$ cat config.mk
export PLATFORM = sky130hd
export DESIGN_NAME = sbi_tx
export DESIGN_NICKNAME = d
export VERILOG_FILES = /design/src/rtl/sbi_pkg.sv /design/src/rtl/sbi_baud_if.sv /design/src/rtl/sbi_baud_gen.sv /design/src/rtl/sbi_tx.sv
export VERILOG_INCLUDE_DIRS = /design/src /design/src/rtl
export SDC_FILE = /design/constraint.sdc
export NUM_CORES = 1
export LEC_CHECK = 0
export ABC_AREA = 1
export ABC_CLOCK_PERIOD_IN_PS = 5400
export BUFFER_PORTS_ARGS = -buffer_cell sky130_fd_sc_hd__buf_2
export CAP_MARGIN = 15
export CORE_AREA = 2 2 113 115
export DETAILED_ROUTE_END_ITERATION = 8
export DIE_AREA = 0 0 115 117
export GPL_TIMING_DRIVEN = 0
export MAX_ROUTING_LAYER = met4
export PLACE_DENSITY = 0.68
export SLEW_MARGIN = 0
export SYNTH_ARGS = -nofsm -noshare
export SYNTH_HDL_FRONTEND = slang
export SYNTH_SLANG_ARGS = --single-unit
$ cat constraint.sdc
create_clock -name ref_clk -period 5.4 [get_ports ref_clk]
set_input_delay 0 -clock ref_clk [delete_from_list [all_inputs] [get_ports ref_clk]]
set_output_delay 0 -clock ref_clk [all_outputs]
set_load 0.02 [all_outputs]
$ cat src/rtl/sbi_regs.svh
// Register offsets, field positions, reset values and timing counts of the break/idle transmitter
`ifndef SBI_REGS_SVH
`define SBI_REGS_SVH

// ****************************************************************
// Register offsets
// ****************************************************************
`define SBI_ADDR_CTRL       3'h0
`define SBI_ADDR_BAUD       3'h1
`define SBI_ADDR_DATA       3'h2
`define SBI_ADDR_STAT       3'h3

// ****************************************************************
// Field positions
// ****************************************************************
`define SBI_CTRL_BRK_REQ    0
`define SBI_CTRL_TX_EN      1
`define SBI_CTRL_M          2
`define SBI_CTRL_T8         3
`define SBI_STAT_BUSY       0
`define SBI_STAT_EMPTY      1
`define SBI_STAT_BRK_PEND   2
`define SBI_STAT_IDLE_PEND  3
`define SBI_STAT_LINE       4
`define SBI_STAT_IN_BREAK   5

// ****************************************************************
// Reset values
// ****************************************************************
`define SBI_CTRL_RESET      8'h00
`define SBI_BAUD_RESET      8'h00

// ****************************************************************
// Timing
// ****************************************************************
`define SBI_REF_CLK_HZ      200000000
`define SBI_CORE_CLK_HZ     8000000
`define SBI_CORE_DIV        (`SBI_REF_CLK_HZ / `SBI_CORE_CLK_HZ)
`define SBI_BITS_SHORT      4'hA
`define SBI_BITS_LONG       4'hB
`define SBI_TEST_DIVISOR    8'hC9
`define SBI_TEST_PERIOD     15'h01A0

`endif

$ cat src/rtl/sbi_pkg.sv
// Types shared by the break/idle transmitter modules
package sbi_pkg;

    typedef enum logic [4:0] {
        SBI_ST_IDLE     = 5'h01,
        SBI_ST_PREAMBLE = 5'h02,
        SBI_ST_BREAK    = 5'h04,
        SBI_ST_GAP      = 5'h08,
        SBI_ST_DATA     = 5'h10
    } sbi_state_t;

    typedef logic [14:0] sbi_period_t;

endpackage

$ cat src/rtl/sbi_baud_if.sv
// Connection between the transmitter sequencer and its bit-rate generator
`timescale 1ns/1ps
interface sbi_baud_if;
    import sbi_pkg::*;

    logic        ce;
    logic        restart;
    logic [7:0]  divisor;
    logic        tick;
    sbi_period_t period;

    modport gen  (input ce, input restart, input divisor, output tick, output period);
    modport user (output ce, output restart, output divisor, input tick, input period);
endinterface

$ cat src/rtl/sbi_baud_gen.sv
// Bit-rate generator: one tick per transmitted bit period
`timescale 1ns/1ps
`include "sbi_regs.svh"
module sbi_baud_gen
    import sbi_pkg::*;
#(
    parameter int CORE_DIV = `SBI_CORE_DIV
) (
    input  wire logic ref_clk,
    input  wire logic reset_n,
    sbi_baud_if.gen   bif
);

    logic [3:0]  prescale;
    logic [7:0]  range;
    logic [11:0] prod;
    logic [7:0]  core_cnt;
    sbi_period_t bit_cnt;
    logic        tick;

    if (CORE_DIV < 1 || CORE_DIV > 256) begin : g_bad_core_div
        $error("CORE_DIV out of range 1..256");
    end

    // ****************************************************************
    // Divisor decode: core ticks per bit = 16 * prescale * range
    // ****************************************************************
    always_comb begin
        unique case (bif.divisor[7:6])
            2'h0: prescale = 4'h1;
            2'h1: prescale = 4'h3;
            2'h2: prescale = 4'h4;
            2'h3: prescale = 4'hD;
        endcase
        range = 8'h01 << bif.divisor[5:3];
        prod  = 12'(prescale * range);
    end

    assign bif.period = {prod[10:0], 4'h0};
    assign bif.tick   = tick;

    always_ff @(posedge ref_clk or negedge reset_n) begin
        if (!reset_n) begin
            core_cnt <= 8'h00;
            bit_cnt  <= 15'h0000;
            tick     <= 1'b0;
        end else if (bif.ce) begin
            if (bif.restart) begin
                // Load as if one cycle has passed, so the registered tick lands one bit after restart
                core_cnt <= (CORE_DIV == 1) ? 8'h00 : 8'h01;
                bit_cnt  <= (CORE_DIV == 1) ? 15'h0001 : 15'h0000;
                tick     <= 1'b0;
            end else begin
                tick <= 1'b0;
                if (core_cnt == 8'(CORE_DIV - 1)) begin
                    core_cnt <= 8'h00;
                    if (bit_cnt >= bif.period - 15'h0001) begin
                        bit_cnt <= 15'h0000;
                        tick    <= 1'b1;
                    end else begin
                        bit_cnt <= bit_cnt + 15'h0001;
                    end
                end else begin
                    core_cnt <= core_cnt + 8'h01;
                end
            end
        end
    end

endmodule // sbi_baud_gen

$ cat src/rtl/sbi_tx.sv
// Serial transmitter with break and idle-line sequencing
//
// How it works
// - Set-then-clear break request sends one break
// - Break lasts 10 or 11 bits, never doubled
// - Breaks repeat while request held, none after
// - Enable re-set queues one idle character first
// - Idle then break: break keeps correct length
// - Divisor C9 at 8 MHz gives 19200 baud
//
// Design decisions made here: the address map and strobed register access.
`timescale 1ns/1ps
`include "sbi_regs.svh"
module sbi_tx
    import sbi_pkg::*;
#(
    parameter int CORE_DIV = `SBI_CORE_DIV
) (
    input  wire logic       ref_clk,
    input  wire logic       reset_n,
    input  wire logic       clk_en,
    input  wire logic [2:0] reg_addr,
    input  wire logic [7:0] reg_wdata,
    input  wire logic       reg_write,
    input  wire logic       reg_read,
    output logic      [7:0] reg_rdata,
    output logic            tx_data_out
);

    sbi_baud_if bif ();

    logic        send_break_request;
    logic        tx_enable;
    logic        word_length;
    logic        tx_bit8;
    logic [7:0]  baud_divisor_register;
    logic [7:0]  data_hold;
    logic        data_full;
    logic        break_pending;
    logic        idle_pending;
    sbi_state_t  state;
    sbi_state_t  next_state;
    logic        start;
    logic [3:0]  bit_cnt;
    logic [3:0]  frame_bits;
    logic [10:0] shift;
    logic        char_end;
    logic        wr_ctrl;
    logic [27:0] low_run;
    logic [27:0] break_cycles;
    logic [27:0] brk_run;

    if (CORE_DIV < 1 || CORE_DIV > 256) begin : g_bad_core_div
        $error("CORE_DIV out of range 1..256");
    end

    sbi_baud_gen #(
        .CORE_DIV (CORE_DIV)
    ) u_baud (
        .ref_clk (ref_clk),
        .reset_n (reset_n),
        .bif     (bif.gen)
    );

    assign bif.ce      = clk_en;
    assign bif.restart = start;
    assign bif.divisor = baud_divisor_register;
    assign wr_ctrl     = reg_write && (reg_addr == `SBI_ADDR_CTRL);
    assign frame_bits  = word_length ? `SBI_BITS_LONG : `SBI_BITS_SHORT;

    // ****************************************************************
    // Control and baud registers
    // ****************************************************************
    always_ff @(posedge ref_clk or negedge reset_n) begin
        if (!reset_n) begin
            send_break_request    <= 1'(`SBI_CTRL_RESET >> `SBI_CTRL_BRK_REQ);
            tx_enable             <= 1'b0;
            word_length           <= 1'b0;
            tx_bit8               <= 1'b0;
            baud_divisor_register <= `SBI_BAUD_RESET;
        end else if (clk_en && reg_write) begin
            if (reg_addr == `SBI_ADDR_CTRL) begin
                send_break_request <= reg_wdata[`SBI_CTRL_BRK_REQ];
                tx_enable          <= reg_wdata[`SBI_CTRL_TX_EN];
                word_length        <= reg_wdata[`SBI_CTRL_M];
                tx_bit8            <= reg_wdata[`SBI_CTRL_T8];
            end
            if (reg_addr == `SBI_ADDR_BAUD) begin
                baud_divisor_register <= reg_wdata;
            end
        end
    end

    // ****************************************************************
    // Pending requests; a new request wins over the clear by a start
    // ****************************************************************
    always_ff @(posedge ref_clk or negedge reset_n) begin
        if (!reset_n) begin
            break_pending <= 1'b0;
        end else if (clk_en) begin
            if (wr_ctrl && reg_wdata[`SBI_CTRL_BRK_REQ] && !send_break_request) begin
                break_pending <= 1'b1;
            end else if (start && next_state == SBI_ST_BREAK) begin
                break_pending <= 1'b0;
            end
        end
    end

    always_ff @(posedge ref_clk or negedge reset_n) begin
        if (!reset_n) begin
            idle_pending <= 1'b0;
        end else if (clk_en) begin
            if (wr_ctrl && reg_wdata[`SBI_CTRL_TX_EN] && !tx_enable) begin
                idle_pending <= 1'b1;
            end else if (start && next_state == SBI_ST_PREAMBLE) begin
                idle_pending <= 1'b0;
            end
        end
    end

    always_ff @(posedge ref_clk or negedge reset_n) begin
        if (!reset_n) begin
            data_hold <= 8'h00;
            data_full <= 1'b0;
        end else if (clk_en) begin
            if (reg_write && reg_addr == `SBI_ADDR_DATA) begin
                data_hold <= reg_wdata;
                data_full <= 1'b1;
            end else if (start && next_state == SBI_ST_DATA) begin
                data_full <= 1'b0;
            end
        end
    end

    // ****************************************************************
    // Sequencer
    // ****************************************************************
    always_comb begin
        char_end   = bif.tick && (bit_cnt == frame_bits - 4'h1);
        next_state = state;
        start      = 1'b0;
        unique case (state)
            SBI_ST_BREAK: begin
                if (char_end) begin
                    next_state = SBI_ST_GAP;
                    start      = 1'b1;
                end
            end
            SBI_ST_IDLE, SBI_ST_PREAMBLE, SBI_ST_GAP, SBI_ST_DATA: begin
                if (state == SBI_ST_IDLE || (state == SBI_ST_GAP && bif.tick) ||
                    (state != SBI_ST_GAP && char_end)) begin
                    next_state = SBI_ST_IDLE;
                    if (tx_enable && idle_pending) begin
                        next_state = SBI_ST_PREAMBLE;
                    end else if (tx_enable && (break_pending || send_break_request)) begin
                        next_state = SBI_ST_BREAK;
                    end else if (tx_enable && data_full) begin
                        next_state = SBI_ST_DATA;
                    end
                    start = (next_state != SBI_ST_IDLE);
                end
            end
            default: begin
                next_state = SBI_ST_IDLE;
            end
        endcase
    end

    always_ff @(posedge ref_clk or negedge reset_n) begin
        if (!reset_n) begin
            state <= SBI_ST_IDLE;
        end else if (clk_en) begin
            state <= next_state;
        end
    end

    // Bit counter restarts with the rate generator, so every character is whole bits
    always_ff @(posedge ref_clk or negedge reset_n) begin
        if (!reset_n) begin
            bit_cnt <= 4'h0;
        end else if (clk_en) begin
            if (start) begin
                bit_cnt <= 4'h0;
            end else if (bif.tick) begin
                bit_cnt <= bit_cnt + 4'h1;
            end
        end
    end

    always_ff @(posedge ref_clk or negedge reset_n) begin
        if (!reset_n) begin
            shift <= 11'h7FF;
        end else if (clk_en) begin
            if (start && next_state == SBI_ST_DATA) begin
                shift <= word_length ? {1'b1, tx_bit8, data_hold, 1'b0} : {2'h3, data_hold, 1'b0};
            end else if (bif.tick) begin
                shift <= {1'b1, shift[10:1]};
            end
        end
    end

    // ****************************************************************
    // Line driver
    // ****************************************************************
    always_ff @(posedge ref_clk or negedge reset_n) begin
        if (!reset_n) begin
            tx_data_out <= 1'b1;
        end else if (clk_en) begin
            unique case (state)
                SBI_ST_BREAK: tx_data_out <= 1'b0;
                SBI_ST_DATA:  tx_data_out <= shift[0];
                SBI_ST_IDLE, SBI_ST_PREAMBLE, SBI_ST_GAP: tx_data_out <= 1'b1;
                default:      tx_data_out <= 1'b1;
            endcase
        end
    end

    // ****************************************************************
    // Register read port
    // ****************************************************************
    always_ff @(posedge ref_clk or negedge reset_n) begin
        if (!reset_n) begin
            reg_rdata <= 8'h00;
        end else if (clk_en) begin
            reg_rdata <= 8'h00;
            if (reg_read) begin
                unique case (reg_addr)
                    `SBI_ADDR_CTRL: reg_rdata <= {4'h0, tx_bit8, word_length, tx_enable, send_break_request};
                    `SBI_ADDR_BAUD: reg_rdata <= baud_divisor_register;
                    `SBI_ADDR_STAT: reg_rdata <= {2'h0, state == SBI_ST_BREAK, tx_data_out, idle_pending,
                                                  break_pending, !data_full, state != SBI_ST_IDLE};
                    default:        reg_rdata <= 8'h00;
                endcase
            end
        end
    end

    // ****************************************************************
    // Checks
    // ****************************************************************
    assign break_cycles = 28'(frame_bits * CORE_DIV * bif.period);

    always_ff @(posedge ref_clk or negedge reset_n) begin
        if (!reset_n) begin
            low_run <= 28'h0000000;
        end else if (clk_en) begin
            low_run <= tx_data_out ? 28'h0000000 : low_run + 28'h0000001;
        end
    end

    always_ff @(posedge ref_clk or negedge reset_n) begin
        if (!reset_n) begin
            brk_run <= 28'h0000000;
        end else if (clk_en) begin
            brk_run <= (state == SBI_ST_BREAK) ? brk_run + 28'h0000001 : 28'h0000000;
        end
    end

    a_break_set_pend: assert property (@(posedge ref_clk) disable iff (!reset_n)
        (clk_en && wr_ctrl && reg_wdata[`SBI_CTRL_BRK_REQ] && !send_break_request)
        |=> (break_pending || state == SBI_ST_BREAK))
        else $error("break request was not registered");

    a_break_low_max: assert property (@(posedge ref_clk) disable iff (!reset_n)
        low_run <= break_cycles)
        else $error("line held low longer than one break character");

    a_no_extra_break: assert property (@(posedge ref_clk) disable iff (!reset_n)
        (clk_en && state != SBI_ST_BREAK && next_state == SBI_ST_BREAK)
        |-> (break_pending || send_break_request))
        else $error("break started without a request");

    a_idle_queued: assert property (@(posedge ref_clk) disable iff (!reset_n)
        (clk_en && wr_ctrl && reg_wdata[`SBI_CTRL_TX_EN] && !tx_enable)
        |=> (idle_pending || state == SBI_ST_PREAMBLE))
        else $error("enable re-set did not queue an idle character");

    a_idle_first: assert property (@(posedge ref_clk) disable iff (!reset_n)
        (clk_en && state == SBI_ST_IDLE && tx_enable && idle_pending)
        |=> (state == SBI_ST_PREAMBLE))
        else $error("idle character not sent first");

    a_test_rate: assert property (@(posedge ref_clk) disable iff (!reset_n)
        (baud_divisor_register == `SBI_TEST_DIVISOR) |-> (bif.period == `SBI_TEST_PERIOD))
        else $error("test divisor gives wrong bit period");

    a_break_line_low: assert property (@(posedge ref_clk) disable iff (!reset_n)
        (clk_en && state == SBI_ST_BREAK) |=> !tx_data_out)
        else $error("line not low during break");

    a_gap_line_high: assert property (@(posedge ref_clk) disable iff (!reset_n)
        (clk_en && $past(state) == SBI_ST_BREAK && state == SBI_ST_GAP) |=> (tx_data_out && state == SBI_ST_GAP))
        else $error("no high bit after break");

    a_break_exact: assert property (@(posedge ref_clk) disable iff (!reset_n)
        (clk_en && state == SBI_ST_BREAK && next_state != SBI_ST_BREAK)
        |-> (brk_run == break_cycles - 28'h0000001))
        else $error("break character has the wrong length");

    a_idle_while_off: assert property (@(posedge ref_clk) disable iff (!reset_n)
        (clk_en && !tx_enable && state == SBI_ST_IDLE) |=> (state == SBI_ST_IDLE))
        else $error("transmitter left idle while disabled");

    a_rdata_zero: assert property (@(posedge ref_clk) disable iff (!reset_n)
        (clk_en && !reg_read) |=> (reg_rdata == 8'h00))
        else $error("read data not zero outside a read answer");

endmodule // sbi_tx

==> out/results.ini <==
[critical_path]
crit_path_start_kind=flip-flop
required_ns=5.61
reg2reg_depth=27
critPathKind=flip-flop to flip-flop
arrival_ns=5.13
endpoint_kind=flip-flop
slowest_delay_ns=0.52
crit_fanout=10
slowest_stage=fa_1
r2r_slack_ns=0.48
worstReg2RegEnd=u_baud.bif.tick$_DFFE_PN0P_
r2r-start=baud_divisor_register[5]$_DFFE_PN0P_
crit_top_cell=nand2_1

[drt]
post_drt_wl_per_cell_um=13.7
vias=4783
wl_um=12500
drt_iter0_drc=293
drc=0
avgViaCountPerCell=5.24
drtAntennaViolNets=0
dr.pass1.iters=5

[timing]
hold_viol_final=0
tightest_slew_ns=0.569
finalCritPeriodShare_pct=91.2
fin_tns_setup_ns=0
fmax_ghz=0.203
finalCriticalPeriod_ns=4.92
finalClockSkew_ns=0.0100
finalMaxSlewViolations=0
relSlewSlack_pct=62.0
setup_viol=0
rsz0062_at_grt=false

[synth]
avgSynthCellArea_um2=7.58
synth.distinct_cells=44
synth_cells=712
yosys.area_share.simple_pct=29.9
synth.area.mux_share_pct=0
synth_top_family_by_area=simple AND/OR/NAND/NOR gates
synth_top_cell_area_share_pct=29.2
synth_nets=770
ys_seq_area_share_pct=35.0
mappedNetlistArea_mm2=0.00540
synthAdderAreaFrac_pct=11.4
synthTopCellsByArea=dfrtp_1 29%, nand2_1 11%, ha_1 7.0%
ys_seq_elements=75
yosys.area.top_type=dfrtp_1
synthXorXnorAreaFrac_pct=5.03
yosys_warnings=0
synth-compound-area-share_pct=9.73

[clocking]
root_buffer=clkbuf_16
htree_levels=3
post-cts-setup-buffers=0
clk_pin_slew_worst_paths_ns=0.06
clock_latency_ns=0.35
cts_tree=done
cts_buffers=9
cts_sinks=75
clk_path_buf_depth=2

[grt]
use_met3_pct=4.38
busiest_layer=met2
grt_pass1_vias=4730
grtUsageMet2_pct=34.9
grt_pass1_wl_um=22200
gr-total-overflow=0
grt_max_degree=45
grt_usage_pct=21.4
antenna_found_initial=0
met1_usage_pct=27.0

[die]
num_io_pins=25
die_h_um=117
die_area_mm2=0.0135
start_util_pct=43.9
coreArea_mm2=0.0123
row_count=41
fp.dieW_um=115

[placement]
io_buffers=24
dpl.hpwl_um=9580
placed_cell_area_mm2=0.00573
gp_congestion=0.867
dp.cells=887

[hold_path]
worstHoldStart=reg_write
hold_path_class=primary input to flip-flop
whs_endpoint=break_pending$_DFFE_PN0P_
whs_path_depth=5

[final_layout]
final_area_mm2=0.00623
drive_gt1_share_pct=13.9
finalNetCount=816
area_growth_pct=15.4
fin_cells=913
num_antenna_cells=0

[pwr]
peakVddDrop_mv=0.349
p_leak_nw=3.16
power_density_mw_per_mm2=391

[outcome]
status=finished clean

[flow_run]
maxCapViolCount=0

==> cells in the mapped netlist, drive strengths merged <==
cell type and count:
nand2 169, inv 102, nor2 99, dfrtp 63, o21ai 57, nand3 39
nand4 33, ha 30, xor2 26, dfstp 12, fa 12, a21oi 10
nor3 10, buf 8, clkbuf 7, o211ai 7, xnor2 5, o22ai 4
a31oi 3, o21bai 3, a221oi 2, a32o 2, o21a 2, or2 2
a21o 1, a22oi 1, and3 1, clkinv 1, nand3b 1
==> per-layer routing <==
metal	part of all wire, %	wire [um]
met5	0	0
met2	49	6070
met4	1.3	164
met3	3.8	469
met1	46	5780
==> registers in the layout (all words and copies together) (netlist names) <==
signal                 cells
word_length                1
shift                     10
u_baud.bit_cnt            15
baud_divisor_register      8
idle_pending               1
tx_enable                  1
tx_bit8                    1
u_baud.core_cnt            8
reg_rdata                  8
u_baud.bif.tick            1
state                      5
data_hold                  8
break_pending              1
bit_cnt                    4
data_full                  1
send_break_request         1
tx_data_out                1
==> area by class of cell <==
cell class | count | area (um2)
Clock buffer | 10 | 239
Tap cell | 150 | 188
Sequential cell | 75 | 1890
Clock inverter | 6 | 136
Inverter | 103 | 392
Timing Repair Buffer | 35 | 243
Multi-Input combinational cell | 519 | 3050
Buffer | 15 | 88.8
Fill cell | 1210 | 6080
==> power breakdown <==
part           switching, W  internal (W)
Sequential         0.000105      0.000720
Combinational      0.000541      0.000312
Clock              0.000246      0.000511
Total              0.000893       0.00154
==> how the worst max path moves through the flow <==
| stage | start | end | cells after the start | slack, ns |
|---|---|---|---|---|
| 5_1_grt | baud_divisor_register[5]$_DFFE_PN0P_ | u_baud.bit_cnt[14]$_DFFE_PN0P_ | 28 | 0.01 |
| 4_1_cts | baud_divisor_register[7]$_DFFE_PN0P_ | u_baud.bif.tick$_DFFE_PN0P_ | 27 | 0.21 |
| 3_5_place_dp | baud_divisor_register[7]$_DFFE_PN0P_ | u_baud.bif.tick$_DFFE_PN0P_ | 27 | 0.26 |
| 6_report | baud_divisor_register[5]$_DFFE_PN0P_ | u_baud.bif.tick$_DFFE_PN0P_ | 27 | 0.48 |
| 2_1_floorplan | baud_divisor_register[7]$_DFFE_PN0P_ | u_baud.bit_cnt[0]$_DFFE_PN0P_ | 28 | 0.90 |
| 3_3_place_gp | baud_divisor_register[7]$_DFFE_PN0P_ | u_baud.bif.tick$_DFFE_PN0P_ | 27 | 0.38 |
==> through the flow <==
| stage | setup slack (ns) | hold WS (ns) | util [%] | total power, W |
|---|---|---|---|---|
| after global placement | 0.381 | 0.279 | 46.4 | 0.00163 |
| after detailed placement | 0.264 | -0.0132 | 46.5 | 0.00167 |
| final | 0.476 | 0.0421 | 50.6 | 0.00244 |
| after global routing | 0.0111 | 0.0591 | 50.6 | 0.00263 |
| after floorplan | 0.899 | -0.296 | - | 0.00147 |
| after CTS | 0.213 | 0.0211 | 50.4 | 0.00245 |
==> logic make-up after synthesis <==
family                     Yosys count
DFF                                 75
buffers and inverters              118
adders and majority gates           42
xor gates and xnor gates            31
and+or+nand+nor                    354
AOI/OAI and AO/OA                   92
==> layout by cell type (no fill, tap or decap), drive strengths merged, types with 2 or more instances in the layout <==
cell / instances
dlygate4sd3: 10
nand3: 39
a221oi: 2
a21oi: 10
o21a: 2
nor2: 99
o21ai: 57
fa: 12
clkbuf: 17
a32o: 2
dfrtp: 63
xnor2: 5
nor3: 10
xor2: 26
nand2: 169
or2: 2
clkinv: 2
o21bai: 3
nand4: 33
inv: 102
o211ai: 7
bufinv: 4
o22ai: 4
a31oi: 3
dfstp: 12
buf: 33
ha: 30
==> critical path, delay by kind of cell, from the launching register on <==
kind	cells	cell delay, ns
compound gates	1	0.10
xor+xnor	1	0.19
fa+ha+maj	4	1.74
buf+inv	4	0.47
flops	1	0.44
simple gates	17	1.88
==> what timing repair did <==
item | CTS | global route
endpoints found under the setup margin | 0 | 11
endpoints found under the hold margin | 49 | 0
resized for setup | 0 | 10
hold buffers | 10 | 0
(Power assumes the default switching activity.)
